**config.mk**
```make
export PLATFORM = sky130hd
export DESIGN_NAME = dtc_timer_unit
export DESIGN_NICKNAME = d
export VERILOG_FILES = /design/src/rtl/dtc_timer_unit.v
export VERILOG_INCLUDE_DIRS = /design/src /design/src/rtl
export SDC_FILE = /design/constraint.sdc
export NUM_CORES = 1
export LEC_CHECK = 0
export CORE_MARGIN = 5
export CORE_UTILIZATION = 45
export DETAILED_ROUTE_END_ITERATION = 12
export DONT_BUFFER_PORTS = 1
export PLACE_DENSITY_LB_ADDON = 0.1
export SYNTH_ARGS = -nofsm -noshare
export SYNTH_HDL_FRONTEND = slang
export SYNTH_SLANG_ARGS = --single-unit
```
**constraint.sdc**
```tcl
create_clock -name core_clk_i -period 2.15 [get_ports core_clk_i]
set_input_delay 0.215 -clock core_clk_i [delete_from_list [all_inputs] [get_ports core_clk_i]]
set_output_delay 0.215 -clock core_clk_i [all_outputs]
set_load 0.01 [all_outputs]
```
**src/rtl/dtc_defs.vh**
```
// Offsets, field positions, reset values and timing counts of the dual timer/counter unit
`ifndef DTC_DEFS_VH
`define DTC_DEFS_VH
// Register offsets on the local register port
`define DTC_ADDR_W 3
`define DTC_OFF_MODE 3'h0
`define DTC_OFF_CTRL 3'h1
`define DTC_OFF_U0_LO 3'h2
`define DTC_OFF_U0_HI 3'h3
`define DTC_OFF_U1_LO 3'h4
`define DTC_OFF_U1_HI 3'h5
// Mode register: per-unit nibble, unit 1 sits four bits above unit 0
`define DTC_MODE_SEL_LO 0
`define DTC_MODE_SEL_HI 1
`define DTC_MODE_CT 2
`define DTC_MODE_GATE 3
`define DTC_MODE_U1_SHIFT 4
// Control register fields
`define DTC_CTRL_IRQ0_TYPE 0
`define DTC_CTRL_IRQ0_EDGE 1
`define DTC_CTRL_IRQ1_TYPE 2
`define DTC_CTRL_IRQ1_EDGE 3
`define DTC_CTRL_U0_RUN 4
`define DTC_CTRL_U0_OVF 5
`define DTC_CTRL_U1_RUN 6
`define DTC_CTRL_U1_OVF 7
// Mode encodings
`define DTC_M_13BIT 2'h0
`define DTC_M_16BIT 2'h1
`define DTC_M_RELOAD 2'h2
`define DTC_M_SPLIT 2'h3
// Reset values
`define DTC_RST_BYTE 8'h00
// Oscillator periods per machine cycle, and last divider state
`define DTC_MC_DIV 12
`define DTC_MC_LAST 4'hb
// Pin order inside the input conditioning vector
`define DTC_PIN_CNT0 0
`define DTC_PIN_CNT1 1
`define DTC_PIN_IRQ0 2
`define DTC_PIN_IRQ1 3
`endif

```
**src/rtl/dtc_timer_unit.v**
```verilog
// Dual 16-bit timer/counter unit with mode and control registers
//
// Behaviour
// Timer operation increments the count once per machine cycle, twelve oscillator clocks.
// Counter operation increments on a falling edge seen at the unit count pin.
// A pin falling edge takes two machine cycles to recognise.
// Outside source holds each pin level at least one machine cycle.
// Mode 0 is 13-bit: low five bits prescale by 32 into the high byte.
// Mode 0 leaves the upper three low-byte bits out of counting.
// Setting run starts from present byte contents without clearing them.
// Wrap of the active chain from all ones to zero sets the overflow flag.
// Mode 1 counts all sixteen bits.
// Mode 2 counts the low byte, reloading it from the high byte on overflow.
// Split: unit 0 low byte as usual; high byte times under unit 1 run.
// Unit 1 in mode 3 stops and holds its count.
// Mode register low nibble is unit 0, high nibble unit 1: gate, select, mode.
// Mode bits pick 13-bit, 16-bit, 8-bit reload, split or stopped.
// Select bit one counts pin edges, zero counts machine cycles.
// With gate set, counting needs interrupt pin high and run set.
// Control register holds overflow, run, edge flag and type for each unit and pin.
// Interrupt type bit chooses falling edge or low level as the request.
// Edge flag set on pin falling edge, cleared when the interrupt is serviced.
// Clearing run stops a unit; split mode unit 1 run drives unit 0 high byte.
// Overflow flags are set by hardware only and cleared by software. The code also sets them when software writes a one to the control register.
// Reset clears mode, control and all four count bytes.
// Pins are sampled once per machine cycle; high then low sample is a falling edge.
// Split mode: unit 0 high byte sets unit 1 overflow flag, unit 1 cannot.
`timescale 1ns/1ps
`default_nettype none
`include "dtc_defs.vh"

module dtc_timer_unit (
  input wire core_clk_i, // Oscillator clock, 10 MHz
  input wire rst_n_i, // Chip reset, active low, asynchronous
  input wire [`DTC_ADDR_W-1:0] reg_addr_i, // Register offset
  input wire [7:0] reg_wdata_i, // Write data
  input wire reg_wr_i, // Write strobe
  input wire reg_rd_i, // Read strobe
  output reg [7:0] reg_rdata_o, // Read data, cycle after the strobe
  input wire unit0_count_pin_i, // Unit 0 external count pin
  input wire unit1_count_pin_i, // Unit 1 external count pin
  input wire ext_irq0_pin_i, // External interrupt 0 pin, also unit 0 gate
  input wire ext_irq1_pin_i, // External interrupt 1 pin, also unit 1 gate
  input wire ext_irq0_ack_i, // Interrupt 0 serviced, one-cycle pulse
  input wire ext_irq1_ack_i, // Interrupt 1 serviced, one-cycle pulse
  output reg ext_irq0_req_o, // Interrupt 0 request level
  output reg ext_irq1_req_o, // Interrupt 1 request level
  output reg unit0_overflow_flag_o, // Unit 0 overflow flag copy
  output reg unit1_overflow_flag_o // Unit 1 overflow flag copy
);

  // Reset release synchroniser
  // Assert at once, lift two clocks later so no flop sees a ragged release
  reg rst_meta_r;
  reg rst_sync_r;
  wire rst_n;

  always @(posedge core_clk_i or negedge rst_n_i) begin
    if (!rst_n_i) begin
      rst_meta_r <= 1'b0;
      rst_sync_r <= 1'b0;
    end else begin
      rst_meta_r <= 1'b1;
      rst_sync_r <= rst_meta_r;
    end
  end
  assign rst_n = rst_sync_r;

  // Machine cycle divider: one enable pulse every twelve clocks
  // Starts at zero, so the first enable lands twelve clocks after reset
  reg [3:0] mc_cnt_r;
  wire mc_en;

  always @(posedge core_clk_i or negedge rst_n) begin
    if (!rst_n) begin
      mc_cnt_r <= 4'h0;
    end else if (mc_cnt_r == `DTC_MC_LAST) begin
      mc_cnt_r <= 4'h0;
    end else begin
      mc_cnt_r <= mc_cnt_r + 4'h1;
    end
  end
  assign mc_en = (mc_cnt_r == `DTC_MC_LAST);

  // Pin conditioning: two-flop sync, then one sample per machine cycle
  // Two flops first, since the pins are not on this clock
  wire [3:0] pin_in;
  wire [3:0] pin_fall;
  reg [3:0] pin_meta_r;
  reg [3:0] pin_sync_r;
  reg [3:0] pin_samp_r;

  assign pin_in = {ext_irq1_pin_i, ext_irq0_pin_i, unit1_count_pin_i, unit0_count_pin_i};

  genvar gi;
  generate
    for (gi = 0; gi < 4; gi = gi + 1) begin : g_pin
      // Idle level high so reset release cannot fake an edge
      always @(posedge core_clk_i or negedge rst_n) begin
        if (!rst_n) begin
          pin_meta_r[gi] <= 1'b1;
          pin_sync_r[gi] <= 1'b1;
          pin_samp_r[gi] <= 1'b1;
        end else begin
          pin_meta_r[gi] <= pin_in[gi];
          pin_sync_r[gi] <= pin_meta_r[gi];
          if (mc_en) begin
            pin_samp_r[gi] <= pin_sync_r[gi];
          end
        end
      end
      // High sample last machine cycle, low sample now
      assign pin_fall[gi] = mc_en & pin_samp_r[gi] & ~pin_sync_r[gi];
    end
  endgenerate

  // Software-visible registers
  reg [7:0] mode_r;
  reg [7:0] ctrl_r;
  reg [7:0] u0_lo_r;
  reg [7:0] u0_hi_r;
  reg [7:0] u1_lo_r;
  reg [7:0] u1_hi_r;

  // Per-unit fields of the mode register
  wire [1:0] u0_mode;
  wire [1:0] u1_mode;
  wire u0_ct;
  wire u1_ct;
  wire u0_gate;
  wire u1_gate;

  assign u0_mode = {mode_r[`DTC_MODE_SEL_HI], mode_r[`DTC_MODE_SEL_LO]};
  assign u1_mode = {mode_r[`DTC_MODE_SEL_HI + `DTC_MODE_U1_SHIFT],
                    mode_r[`DTC_MODE_SEL_LO + `DTC_MODE_U1_SHIFT]};
  assign u0_ct = mode_r[`DTC_MODE_CT];
  assign u1_ct = mode_r[`DTC_MODE_CT + `DTC_MODE_U1_SHIFT];
  assign u0_gate = mode_r[`DTC_MODE_GATE];
  assign u1_gate = mode_r[`DTC_MODE_GATE + `DTC_MODE_U1_SHIFT];

  // Count enables: run, optional gate pin, then cycle or pin edge
  // Gate reads the per-cycle sample so it cannot flip inside one step
  wire u0_run;
  wire u1_run;
  wire u0_inc;
  wire u1_inc;
  wire u0_hi_inc;
  wire split;

  assign u0_run = ctrl_r[`DTC_CTRL_U0_RUN];
  assign u1_run = ctrl_r[`DTC_CTRL_U1_RUN];
  assign split = (u0_mode == `DTC_M_SPLIT);
  assign u0_inc = u0_run
                  & (~u0_gate | pin_samp_r[`DTC_PIN_IRQ0])
                  & (u0_ct ? pin_fall[`DTC_PIN_CNT0] : mc_en);
  assign u1_inc = u1_run
                  & (~u1_gate | pin_samp_r[`DTC_PIN_IRQ1])
                  & (u1_ct ? pin_fall[`DTC_PIN_CNT1] : mc_en)
                  & (u1_mode != `DTC_M_SPLIT);
  // Split high byte is a timer only, started by unit 1 run
  assign u0_hi_inc = split & u1_run & mc_en;

  // One count step; returns {overflow, high, low}
  // Unit 1 in mode 3 never steps; its enable is held low instead
  function [16:0] cnt_step;
    input [1:0] mode;
    input [7:0] lo;
    input [7:0] hi;
    reg [5:0] pre;
    reg [8:0] hsum;
    reg [8:0] lsum;
    reg [16:0] wsum;
    begin
      pre = {1'b0, lo[4:0]} + 6'h01;
      hsum = {1'b0, hi} + {8'h00, pre[5]};
      lsum = {1'b0, lo} + 9'h001;
      wsum = {1'b0, hi, lo} + 17'h0_0001;
      case (mode)
        // Upper three low bits held, they take no part
        `DTC_M_13BIT: cnt_step = {hsum[8], hsum[7:0], lo[7:5], pre[4:0]};
        `DTC_M_16BIT: cnt_step = wsum;
        `DTC_M_RELOAD: cnt_step = {lsum[8], hi, lsum[8] ? hi : lsum[7:0]};
        default: cnt_step = {lsum[8], hi, lsum[7:0]};
      endcase
    end
  endfunction

  wire [16:0] u0_step;
  wire [16:0] u1_step;
  wire [8:0] u0_hi_sum;

  assign u0_step = cnt_step(u0_mode, u0_lo_r, u0_hi_r);
  assign u1_step = cnt_step(u1_mode, u1_lo_r, u1_hi_r);
  assign u0_hi_sum = {1'b0, u0_hi_r} + 9'h001;

  // Overflow events of each chain
  wire u0_ovf_ev;
  wire u1_ovf_ev;
  wire u0_hi_ovf_ev;

  assign u0_ovf_ev = u0_inc & u0_step[16];
  assign u0_hi_ovf_ev = u0_hi_inc & u0_hi_sum[8];
  assign u1_ovf_ev = u1_inc & u1_step[16] & ~split;

  // Write decode
  // Offsets six and seven decode to nothing, so writes there are dropped
  wire wr_mode;
  wire wr_ctrl;

  assign wr_mode = reg_wr_i & (reg_addr_i == `DTC_OFF_MODE);
  assign wr_ctrl = reg_wr_i & (reg_addr_i == `DTC_OFF_CTRL);

  // Count bytes: a software write wins over a same-cycle step
  // Bytes are read one at a time; a running 16-bit value may tear
  always @(posedge core_clk_i or negedge rst_n) begin
    if (!rst_n) begin
      u0_lo_r <= `DTC_RST_BYTE;
      u0_hi_r <= `DTC_RST_BYTE;
      u1_lo_r <= `DTC_RST_BYTE;
      u1_hi_r <= `DTC_RST_BYTE;
    end else begin
      if (reg_wr_i && reg_addr_i == `DTC_OFF_U0_LO) begin
        u0_lo_r <= reg_wdata_i;
      end else if (u0_inc) begin
        u0_lo_r <= u0_step[7:0];
      end
      if (reg_wr_i && reg_addr_i == `DTC_OFF_U0_HI) begin
        u0_hi_r <= reg_wdata_i;
      end else if (u0_hi_inc) begin
        u0_hi_r <= u0_hi_sum[7:0];
      end else if (u0_inc && !split) begin
        u0_hi_r <= u0_step[15:8];
      end
      if (reg_wr_i && reg_addr_i == `DTC_OFF_U1_LO) begin
        u1_lo_r <= reg_wdata_i;
      end else if (u1_inc) begin
        u1_lo_r <= u1_step[7:0];
      end
      if (reg_wr_i && reg_addr_i == `DTC_OFF_U1_HI) begin
        u1_hi_r <= reg_wdata_i;
      end else if (u1_inc) begin
        u1_hi_r <= u1_step[15:8];
      end
    end
  end

  // Mode register
  always @(posedge core_clk_i or negedge rst_n) begin
    if (!rst_n) begin
      mode_r <= `DTC_RST_BYTE;
    end else if (wr_mode) begin
      mode_r <= reg_wdata_i;
    end
  end

  // Edge flags; level type never latches, the request follows the pin
  wire irq0_edge_ev;
  wire irq1_edge_ev;
  wire [7:0] ctrl_base;
  reg [7:0] ctrl_nxt;

  assign irq0_edge_ev = ctrl_r[`DTC_CTRL_IRQ0_TYPE] & pin_fall[`DTC_PIN_IRQ0];
  assign irq1_edge_ev = ctrl_r[`DTC_CTRL_IRQ1_TYPE] & pin_fall[`DTC_PIN_IRQ1];
  assign ctrl_base = wr_ctrl ? reg_wdata_i : ctrl_r;

  // Control register: hardware sets win over software or service clears
  always @* begin
    ctrl_nxt = ctrl_base;
    if (ext_irq0_ack_i) begin
      ctrl_nxt[`DTC_CTRL_IRQ0_EDGE] = 1'b0;
    end
    if (ext_irq1_ack_i) begin
      ctrl_nxt[`DTC_CTRL_IRQ1_EDGE] = 1'b0;
    end
    if (irq0_edge_ev) begin
      ctrl_nxt[`DTC_CTRL_IRQ0_EDGE] = 1'b1;
    end
    if (irq1_edge_ev) begin
      ctrl_nxt[`DTC_CTRL_IRQ1_EDGE] = 1'b1;
    end
    // Hardware sets flags here, a software write of one sets them too; clearing is left to software
    if (u0_ovf_ev) begin
      ctrl_nxt[`DTC_CTRL_U0_OVF] = 1'b1;
    end
    if (u1_ovf_ev || u0_hi_ovf_ev) begin
      ctrl_nxt[`DTC_CTRL_U1_OVF] = 1'b1;
    end
  end

  always @(posedge core_clk_i or negedge rst_n) begin
    if (!rst_n) begin
      ctrl_r <= `DTC_RST_BYTE;
    end else begin
      ctrl_r <= ctrl_nxt;
    end
  end

  // Flag and request outputs, registered from next-state values
  // Next values used so the flag pins never lag the control bits
  always @(posedge core_clk_i or negedge rst_n) begin
    if (!rst_n) begin
      unit0_overflow_flag_o <= 1'b0;
      unit1_overflow_flag_o <= 1'b0;
      ext_irq0_req_o <= 1'b0;
      ext_irq1_req_o <= 1'b0;
    end else begin
      unit0_overflow_flag_o <= ctrl_nxt[`DTC_CTRL_U0_OVF];
      unit1_overflow_flag_o <= ctrl_nxt[`DTC_CTRL_U1_OVF];
      ext_irq0_req_o <= ctrl_nxt[`DTC_CTRL_IRQ0_TYPE] ?
                        ctrl_nxt[`DTC_CTRL_IRQ0_EDGE] : ~pin_samp_r[`DTC_PIN_IRQ0];
      ext_irq1_req_o <= ctrl_nxt[`DTC_CTRL_IRQ1_TYPE] ?
                        ctrl_nxt[`DTC_CTRL_IRQ1_EDGE] : ~pin_samp_r[`DTC_PIN_IRQ1];
    end
  end

  // Read mux; unmapped offsets read zero
  reg [7:0] rd_mux;

  always @* begin
    case (reg_addr_i)
      `DTC_OFF_MODE: rd_mux = mode_r;
      `DTC_OFF_CTRL: rd_mux = ctrl_r;
      `DTC_OFF_U0_LO: rd_mux = u0_lo_r;
      `DTC_OFF_U0_HI: rd_mux = u0_hi_r;
      `DTC_OFF_U1_LO: rd_mux = u1_lo_r;
      `DTC_OFF_U1_HI: rd_mux = u1_hi_r;
      default: rd_mux = 8'h00;
    endcase
  end

  // Read data valid only in the cycle after the strobe
  // Zero between reads keeps a stale byte off the bus
  always @(posedge core_clk_i or negedge rst_n) begin
    if (!rst_n) begin
      reg_rdata_o <= 8'h00;
    end else if (reg_rd_i) begin
      reg_rdata_o <= rd_mux;
    end else begin
      reg_rdata_o <= 8'h00;
    end
  end

endmodule
`default_nettype wire

```
Word level (Yosys, flattened, before mapping)
Cells that the tools add are included.
{"block": "word_totals", "register_bits": 78, "latch_bits": 0, "ram_bits": 0, "rom_bits": 0, "inputBits": 21, "out_inout_bits": 12, "wordCells": 136, "n_memories": 0}
{"block": "classes", "addsub": 10, "multipliers": 0, "div": 0, "magnitude_cmp": 0, "n_eq_ne": 16, "n_shift": 0, "mux": 27, "bitwise_logic": 34, "n_reduce_logical": 20}
{"cell": "$mux 8", "count": 13}
{"cell": "$pmux 17 s3", "count": 2}
{"cell": "$pmux 8 s6", "count": 1}
{"cell": "$add 16x1->17 const B", "count": 2}
{"cell": "$add 8x1->9 const B", "count": 3}
{"cell": "$and 1x1->1", "count": 23}
{"cell": "$add 8x1->9", "count": 2}
{"cell": "$add 5x1->6 const B", "count": 2}
{"cell": "$mux 1", "count": 10}
{"cell": "$not 1->1", "count": 9}
{"cell": "$ne 2x2->1 const B", "count": 4}
{"cell": "$eq 2x2->1 const B", "count": 3}
{"cell": "$eq 3x2->1 const B", "count": 2}
{"cell": "$eq 3x3->1 const B", "count": 2}
{"cell": "$reduce_and 3->1", "count": 2}
{"cell": "$reduce_bool 2->1", "count": 3}
{"cell": "$reduce_bool 3->1", "count": 2}
{"cell": "$logic_and 1x1->1", "count": 5}
{"cell": "$add 4x1->4 const B", "count": 1}
{"cell": "$eq 2x1->1 const B", "count": 2}
{"cell": "$eq 4x4->1 const B", "count": 1}
{"cell": "$logic_not 2->1", "count": 2}
{"cell": "$mux 4", "count": 1}
{"cell": "$reduce_and 2->1", "count": 2}
{"cell": "other kinds (7)", "count": 8}

Longest topological paths before layout
Gate-level depths: netlist (run 1).
{"block": "depth", "ltp_word": 10, "ltp_mapped": 10, "ltp_nobuf": 9}

Worst setup path before layout (run 1)
OpenSTA, ideal clock, no wires.
{"block": "synth_path", "path_kind": "reg-to-reg", "startpoint": "register u0_lo_r[3]", "endpoint": "register u0_hi_r[6]", "setup_ps": 118, "t_arrival_ps": 1938, "required_ps": 2032, "setup_slack_ps": 94, "stages_incl_launch_ff": 10, "n_path_buf": 0, "period_less_slack_ps": 2056, "cell_sequence": "dfrtp_1 -> nand4_1 -> nor2_1 -> ha_1 -> ha_1 -> nand3_1 -> o21a_1 -> o21ai_0 -> o211ai_1 -> a21o_1"}
{"block": "synth_via", "elab_chain_len": 6, "elab_cells_between_ends": 7, "classes_between": "3 x add/sub; 4 x mux"}
{"item": "start, declared", "line": "dtc_timer_unit.v:120", "rtl": "reg [7:0] u0_lo_r;"}
{"item": "start signal, assigned", "line": "dtc_timer_unit.v:217", "rtl": "u0_lo_r <= `DTC_RST_BYTE;"}
{"item": "start signal, assigned", "line": "dtc_timer_unit.v:223", "rtl": "u0_lo_r <= reg_wdata_i;"}
{"item": "start signal, assigned", "line": "dtc_timer_unit.v:225", "rtl": "u0_lo_r <= u0_step[7:0];"}
{"item": "$add 5x1->6", "line": "dtc_timer_unit.v:174", "rtl": "pre = {1'b0, lo[4:0]} + 6'h01;"}
{"item": "$add 8x1->9", "line": "dtc_timer_unit.v:175", "rtl": "hsum = {1'b0, hi} + {8'h00, pre[5]};"}
{"item": "$pmux 17 s3 (*)", "line": "dtc_timer_unit.v:178", "rtl": "case (mode)"}
{"item": "$mux 8 (*)", "line": "dtc_timer_unit.v:231", "rtl": "end else if (u0_inc && !split) begin"}
{"item": "$mux 8 (*)", "line": "dtc_timer_unit.v:229", "rtl": "end else if (u0_hi_inc) begin"}
{"item": "$mux 8 (*)", "line": "dtc_timer_unit.v:227", "rtl": "if (reg_wr_i && reg_addr_i == `DTC_OFF_U0_HI) begin"}
{"item": "end signal, assigned", "line": "dtc_timer_unit.v:228", "rtl": "u0_hi_r <= reg_wdata_i;"}
{"item": "end signal, assigned", "line": "dtc_timer_unit.v:230", "rtl": "u0_hi_r <= u0_hi_sum[7:0];"}
{"item": "end signal, assigned", "line": "dtc_timer_unit.v:232", "rtl": "u0_hi_r <= u0_step[15:8];"}
{"item": "end, declared", "line": "dtc_timer_unit.v:121", "rtl": "reg [7:0] u0_hi_r;"}
Every way passes the cells marked *; elsewhere a longest branch is shown, timed or not. The select of a mux whose other input is x is not followed.
A chain may end at the register's enable or synchronous reset.

Final worst setup path (run 1)
{"block": "layout_path", "startpoint": "register mc_cnt_r[0]", "endpoint": "register u0_hi_r[3]"}
{"block": "layout_via", "elab_chain_len": 8, "elab_cells_between_ends": 13, "classes_between": "2 x eq/ne; 3 x mux; 4 x bitwise; 4 x reduce/logical"}
{"item": "start, declared", "line": "dtc_timer_unit.v:71", "rtl": "reg [3:0] mc_cnt_r;"}
{"item": "start signal, assigned", "line": "dtc_timer_unit.v:80", "rtl": "mc_cnt_r <= mc_cnt_r + 4'h1;"}
{"item": "$eq 4x4->1 (no line) (*)"}
{"item": "$and 1x1->1 (2 in series)", "line": "dtc_timer_unit.v:113", "rtl": "assign pin_fall[gi] = mc_en & pin_samp_r[gi] & ~pin_sync_r[gi];"}
{"item": "$mux 1", "line": "dtc_timer_unit.v:155", "rtl": "& (u0_ct ? pin_fall[`DTC_PIN_CNT0] : mc_en);"}
{"item": "$and 1x1->1", "line": "dtc_timer_unit.v:153", "rtl": "assign u0_inc = u0_run"}
{"item": "$logic_and 1x1->1", "line": "dtc_timer_unit.v:231"}
{"item": "$reduce_bool 3->1 (no line)"}
{"item": "$reduce_and 3->1 (no line)"}
Every way passes the cells marked *; elsewhere a longest branch is shown, timed or not.

==> results of run 1 <==
[power by group through the flow]
stage / Sequential (mW) / Clock, mW / Combinational [mW]
global route: 2.21 / 1.34 / 1.84
global placement: 2.18 / 0 / 1.56
CTS: 2.15 / 1.27 / 1.62
detailed placement: 2.18 / 0 / 1.56
floorplan: 2.00 / 0 / 1.21
finish: 2.17 / 1.24 / 1.68
[path summary, 6_finish.rpt]
check	start	to	slack (ps)	cells after the start
max	mc_cnt_r[0]	u0_hi_r[3]	160	6
min	reg_wdata_i[0]	ctrl_r[0]	20	1
max reg2reg	mc_cnt_r[0]	u0_hi_r[3]	160	6
min reg2reg	rst_n	u1_hi_r[1]	290	0
max in group asynchronous	rst_n	pin_meta_r[2]	1190	1
min in group asynchronous	rst_n_i	rst_n	70	1
[flip-flops by register name (all words and copies together), names as in the netlist]
register        count
ctrl_r              8
mode_r              8
reg_rdata_o         8
u0_hi_r             8
u0_lo_r             8
u1_hi_r             8
u1_lo_r             8
mc_cnt_r            4
pin_meta_r          4
pin_samp_r          4
pin_sync_r          4
ext_irq0_req_o      1
ext_irq1_req_o      1
rst_meta_r          1
rst_n               1
[worst max-delay path, cell delays in order, from the launching register on]
cell	delay (ps)
dfrtp_1	400
ha_1	260
and3b_1	260
o2111a_4	210
a211oi_4	490
a31o_1	170
a221o_1	140
[cell usage after synthesis, types with 3 or more instances]
cell type  number  area share (%)
inv_1          18             1.3
nor3_1         12             1.2
o32ai_1         3            0.52
nor4_1          6            0.74
mux2i_1        23             4.6
a21o_1          5            0.74
nand4_1         8            0.99
a22o_1          3            0.52
mux2_2         10             2.2
mux4_2          3             1.3
and2_1          7            0.87
a211oi_1        5            0.74
buf_1           4            0.30
buf_6           4            0.89
nor2_1         49             3.6
buf_2           6            0.60
clkbuf_1       17             1.3
o22ai_1         6            0.74
xnor2_1        16             2.8
a21oi_1        17             1.7
a221o_1         3            0.60
nand2b_1        6            0.74
mux2_1          3            0.67
a221oi_1        4            0.70
dfrtp_1        64              32
a22oi_1         4            0.60
ha_1            8             2.0
nor2b_1         8            0.99
a31oi_1        12             1.5
o21ai_1        10            0.99
and3_1          6            0.74
o21ai_0        20             2.0
o211ai_1        4            0.60
clkbuf_8        3            0.82
nand2_1        64             4.8
o21a_1          5            0.74
or3_1           4            0.50
o31ai_1         9             1.3
xor2_1          9             1.6
nand3_1        15             1.5
dfstp_2        12             6.3
[per-stage QoR]
| step | area, um2 | setup slack (ps) | util (%) | instances | power [mW] |
|---|---|---|---|---|---|
| 5_1_grt | 5780 | 0.979 | 53.0 | 730 | 5.40 |
| 2_1_floorplan | 5040 | 94.1 | - | 547 | 3.21 |
| 6_report | 5780 | 161 | 53.0 | 730 | 5.08 |
| 3_5_place_dp | 5320 | 16.2 | 48.9 | 693 | 3.74 |
| 4_1_cts | 5710 | 33.4 | 52.4 | 726 | 5.05 |
| 3_3_place_gp | 5320 | 95.1 | 48.9 | 693 | 3.74 |
[final cells by class]
| class | instances | area [um2] | area share [%] |
|---|---|---|---|
| Sequential cell | 76 | 1920 | 33.3 |
| Timing Repair Buffer | 62 | 513 | 8.88 |
| Multi-Input combinational cell | 417 | 2880 | 49.9 |
| Tap cell | 140 | 175 | 3.03 |
| Clock buffer | 9 | 124 | 2.14 |
| Clock inverter | 7 | 90.1 | 1.56 |
| Inverter | 19 | 71.3 | 1.23 |
[what timing repair did]
item,4_1_cts,5_1_grt
setup endpoints to repair,1,5
setup buffers,0,2
gates resized for setup,1,9
endpoints found under the hold margin,49,2
hold buffers,17,2
pin swaps,0,3
[logic make-up after synthesis]
group           count (synthesis)  share of synthesized area, %
compound gates                137                          20.1
xor+xnor                       25                          4.34
fa+ha+maj                       8                          1.99
buf+inv                        54                          5.44
flops                          76                          38.0
mux                            39                          8.81
other cells                     1                        0.0744
simple gates                  207                          21.2
[layer usage]
layer / part of all wire [%] / wire, um / global-route usage, %
met1: 45 / 7270 / 36.6
met2: 44 / 7010 / 37.1
met3: 9.7 / 1570 / 6.74
met4: 1.6 / 255 / 6.73
met5: 0 / 0 / 0
==> run summary, run 1 <==
Synth cell types = 81
crit share post-route = 92.5%
routed vias/inst = 6.12
Reg clk slew, reported paths = 90 ps
Ports = 33
CTS tree = done
max_cap viols = 0
Worst EP arrival = 2300 ps
area grow syn2layout = 14.6%
commonest non-fill, non-tap cell in the layout = nand2_1
synthesis-stage register bit count = 76
dpl hpwl = 11200 um
Worst EP required = 2460 ps
Avg WL per Cell = 22.1 um
CP endpoint kind = flip-flop
Fmax = 0.503 GHz
RSZ-0062 raised after global routing = false
Syn Area/Cell = 9.21 um2
initial antenna violation count = 0
CTS Root Cell = clkbuf_8
Routed WL = 16100 um
P per Cell Area = 880 nW/um2
share of cells above drive strength 1 = 19.0%
Die Height = 116 um
CP Launch Type = flip-flop
EDFF count, synth = 0
Min Hold Slack = 15.7 ps
GPL Wtd Cong = 0.969
Slew headroom = 61.7%
final setup vio count = 0
Cell Area, Synth = 5040 um2
Std-Cell Core Area = 10900 um2
Cells after Synth = 547
P_leak = 2.35 nW
die area = 13400 um2
Final Hold Violating Endpoints = 0
worst-margin pin slew = 572 ps
Die Wd = 116 um
syn_nets = 576
asr flop ratio synth = 100%
Antenna Cells = 0
DR pass1 iterations = 5
total track usage = 25.1%
clock period minus worst slack = 1990 ps
final net count = 614
CTS Buf Count = 9
DRC errors left = 0
fillers = 1021
WS Path Type = reg2reg
pin count of the biggest net entering global routing = 36
Routed Antenna Nets = 0
most frequent cells in the layout = nand2_1, dfrtp_1, nor2_1
clock buffer depth = 2
sequential share of power = 42.6%
sequential fraction of the synthesis area = 38.0%
number of global-route vias before repair = 4246
class of the worst hold path = in2reg
Synth Warn # = 0
maximum vdd drop = 552 uV
setup_tns = 0 ps
Initial Utilization = 46.3%
clk_skew = 16.1 ps
later-pin clock latency in the skew report = 380 ps
Clock power frac = 24.4%
Synth Flop Type = dfrtp_1
CTS H-tree lvls = 3
fin. max-slew vios = 0
peak fanout along the critical path = 8
Comb pwr share = 33.0%
aggregate global routing overflow = 0
FP Rows = 38
IO buf count = 0
first-pass GRT wire length = 25300 um
initial DRC count = 488
DR vias = 4466
TritonCTS Sinks = 76
Net Sw Frac = 39.7%
Psw = 2.02 mW
status = completed
Pint = 3.06 mW
Note: power is estimated with default switching activity, not from simulation.
==> run 2: changes to the inputs <==
PLACE_DENSITY = 0.71   (was default)
PLACE_DENSITY_LB_ADDON = default   (was 0.1)
==> run 2 against run 1 <==
  * Critical path type unchanged
  * Power down 3.5%
  * Cell count down 1.1%
  * Combinational power down 5%
  * Fmax down 3.8%
  * Via count up 3.8%
  * Global-route usage down 1.2 points
  * Utilization down 0.38 points
  * Critical path depth up 3
  * Largest power group unchanged
  * Final area down 0.71%
==> run summary, run 2 (same netlist as run 1, synthesis figures left out) <==
dpl ws = 15.9 ps
Reg clk slew, reported paths = 90 ps
CTS Root Cell = clkbuf_8
FP Rows = 38
CP endpoint kind = flip-flop
die area = 13400 um2
clock period minus worst slack = 2070 ps
pin count of the biggest net entering global routing = 41
Clock power frac = 21.9%
routed vias/inst = 6.42
Initial Utilization = 46.3%
DR vias = 4635
clk_skew = 15.4 ps
CTS H-tree lvls = 3
maximum vdd drop = 445 uV
CP Launch Type = flip-flop
commonest non-fill, non-tap cell in the layout = nand2_1
total track usage = 23.9%
Die Wd = 116 um
Antenna Cells = 0
number of global-route vias before repair = 4516
fin area = 5730 um2
post-route setup slack = 83.0 ps
Avg WL per Cell = 21.0 um
final setup vio count = 0
Crit-path slowest cell = dfrtp_1
clock buffer depth = 2
Psw = 1.99 mW
peak fanout along the critical path = 5
top routing layer in use = met5
CTS tree = done
WS Path Type = reg2reg
Final Hold Violating Endpoints = 0
Pint = 2.91 mW
Met3 Wirelength = 1720 um
crit share post-route = 96.1%
class of the worst hold path = in2reg
DR pass1 iterations = 6
status = completed
Slew headroom = 65.7%
worst-margin pin slew = 515 ps
Comb pwr share = 32.7%
fin. max-slew vios = 0
Met2 Wirelength = 6540 um
sequential share of power = 45.4%
Routed Antenna Nets = 0
WL met1 = 6050 um
initial antenna violation count = 2
most frequent cells in the layout = nand2_1, dfrtp_1, nor2_1
final net count = 606
worst path cell trace = nand4_1, nor2_2, ha_4, ha_4, nand3_4, nor3_2, a31oi_1, o211a_1, o31ai_2
P_leak = 2.29 nW
first-pass GRT wire length = 24500 um
placed cells = 686
GPL Wtd Cong = 0.979
TritonCTS Sinks = 76
RSZ-0062 raised after global routing = true
max_cap viols = 0
Area after DPL = 5270 um2
Routed WL = 15200 um
area grow syn2layout = 13.8%
Worst EP required = 2430 ps
Std-Cell Core Area = 10900 um2
setup_tns = 0 ps
Net Sw Frac = 40.6%
Die Height = 116 um
P per Cell Area = 855 nW/um2
Fmax = 0.484 GHz
Worst EP arrival = 2350 ps
aggregate global routing overflow = 0
Final Core Density = 52.7%
initial DRC count = 594
Ports = 33
CP most frequent cell = ha_4
dpl hpwl = 10600 um
Layout Cells excl Fill = 722
Max stage delay on crit path = 410 ps
later-pin clock latency in the skew report = 380 ps
CTS Buf Count = 9
share of cells above drive strength 1 = 18.7%
DRC errors left = 0
IO buf count = 0
## run 2: changes by cell type in the layout (fill, tap and decap cells not counted), sizes merged
| cell | change |
|---|---|
| clkinv | +1 |
| bufinv | -1 |
| buf | -5 |
| inv | -1 |
| dlygate4sd3 | -3 |
| clkinvlp | +1 |
## run 2: worst max-delay path, delay by kind of cell, from the launching register on
kind                     cells  cell delay (ps)
AO/OA/AOI/OAI                3              550
AND/OR/NAND/NOR              4              680
adder cells (fa/ha/maj)      2              340
flip-flops                   1              410
## run 2: path summary, 6_finish.rpt
path                                 from         end  slack, ps  depth (start not counted)
setup / recovery               u0_lo_r[1]  u0_hi_r[4]         80                          9
hold / removal             reg_wdata_i[5]  u0_lo_r[5]         20                          2
hold reg to reg                     rst_n  u0_hi_r[3]        300                          0
min in group asynchronous         rst_n_i       rst_n         60                          1
setup reg to reg               u0_lo_r[1]  u0_hi_r[4]         80                          9
max in group asynchronous           rst_n  u0_hi_r[2]       1130                          1
## run 2: repair_timing
item                       in CTS  in global routing
resized for setup               1                 15
hold buffers                   16                  0
setup endpoints to repair       1                 16
setup buffers                   0                  4
hold endpoints to repair       52                  0
gates cloned                    0                  0
pin swaps                       0                  9
## run 2: through the flow
stage / total power, mW / hold WS [ps]
3_5_place_dp: 3.70 / -80.5
2_1_floorplan: 3.21 / -80.6
4_1_cts: 4.82 / 2.27
6_report: 4.90 / 18.6
3_3_place_gp: 3.65 / -80.5
5_1_grt: 5.20 / 10.9
## run 2: metal layers
layer / GRT usage (%) / vias up
met4: 14.2 / 2
met5: 0 / -
met1: 31.5 / 2217
met3: 6.95 / 70
li1: - / 2059
met2: 34.9 / 287
## run 2: final cells by class
class,count,area [um2]
clock buffer,9,124
clock inverter,7,58.8
fill,978,5150
inverter,19,71.3
multi-input combinational,417,2930
sequential,76,1920
tap,140,175
timing repair buffer,54,458
## run 2: power by group through the flow
stage                     logic (mW)  registers [mW]  clock network, mW
after floorplan                 1.21            2.00                  0
after global placement          1.44            2.21                  0
after detailed placement        1.47            2.22                  0
after CTS                       1.53            2.19               1.10
after global routing            1.77            2.27               1.16
final                           1.60            2.23               1.07
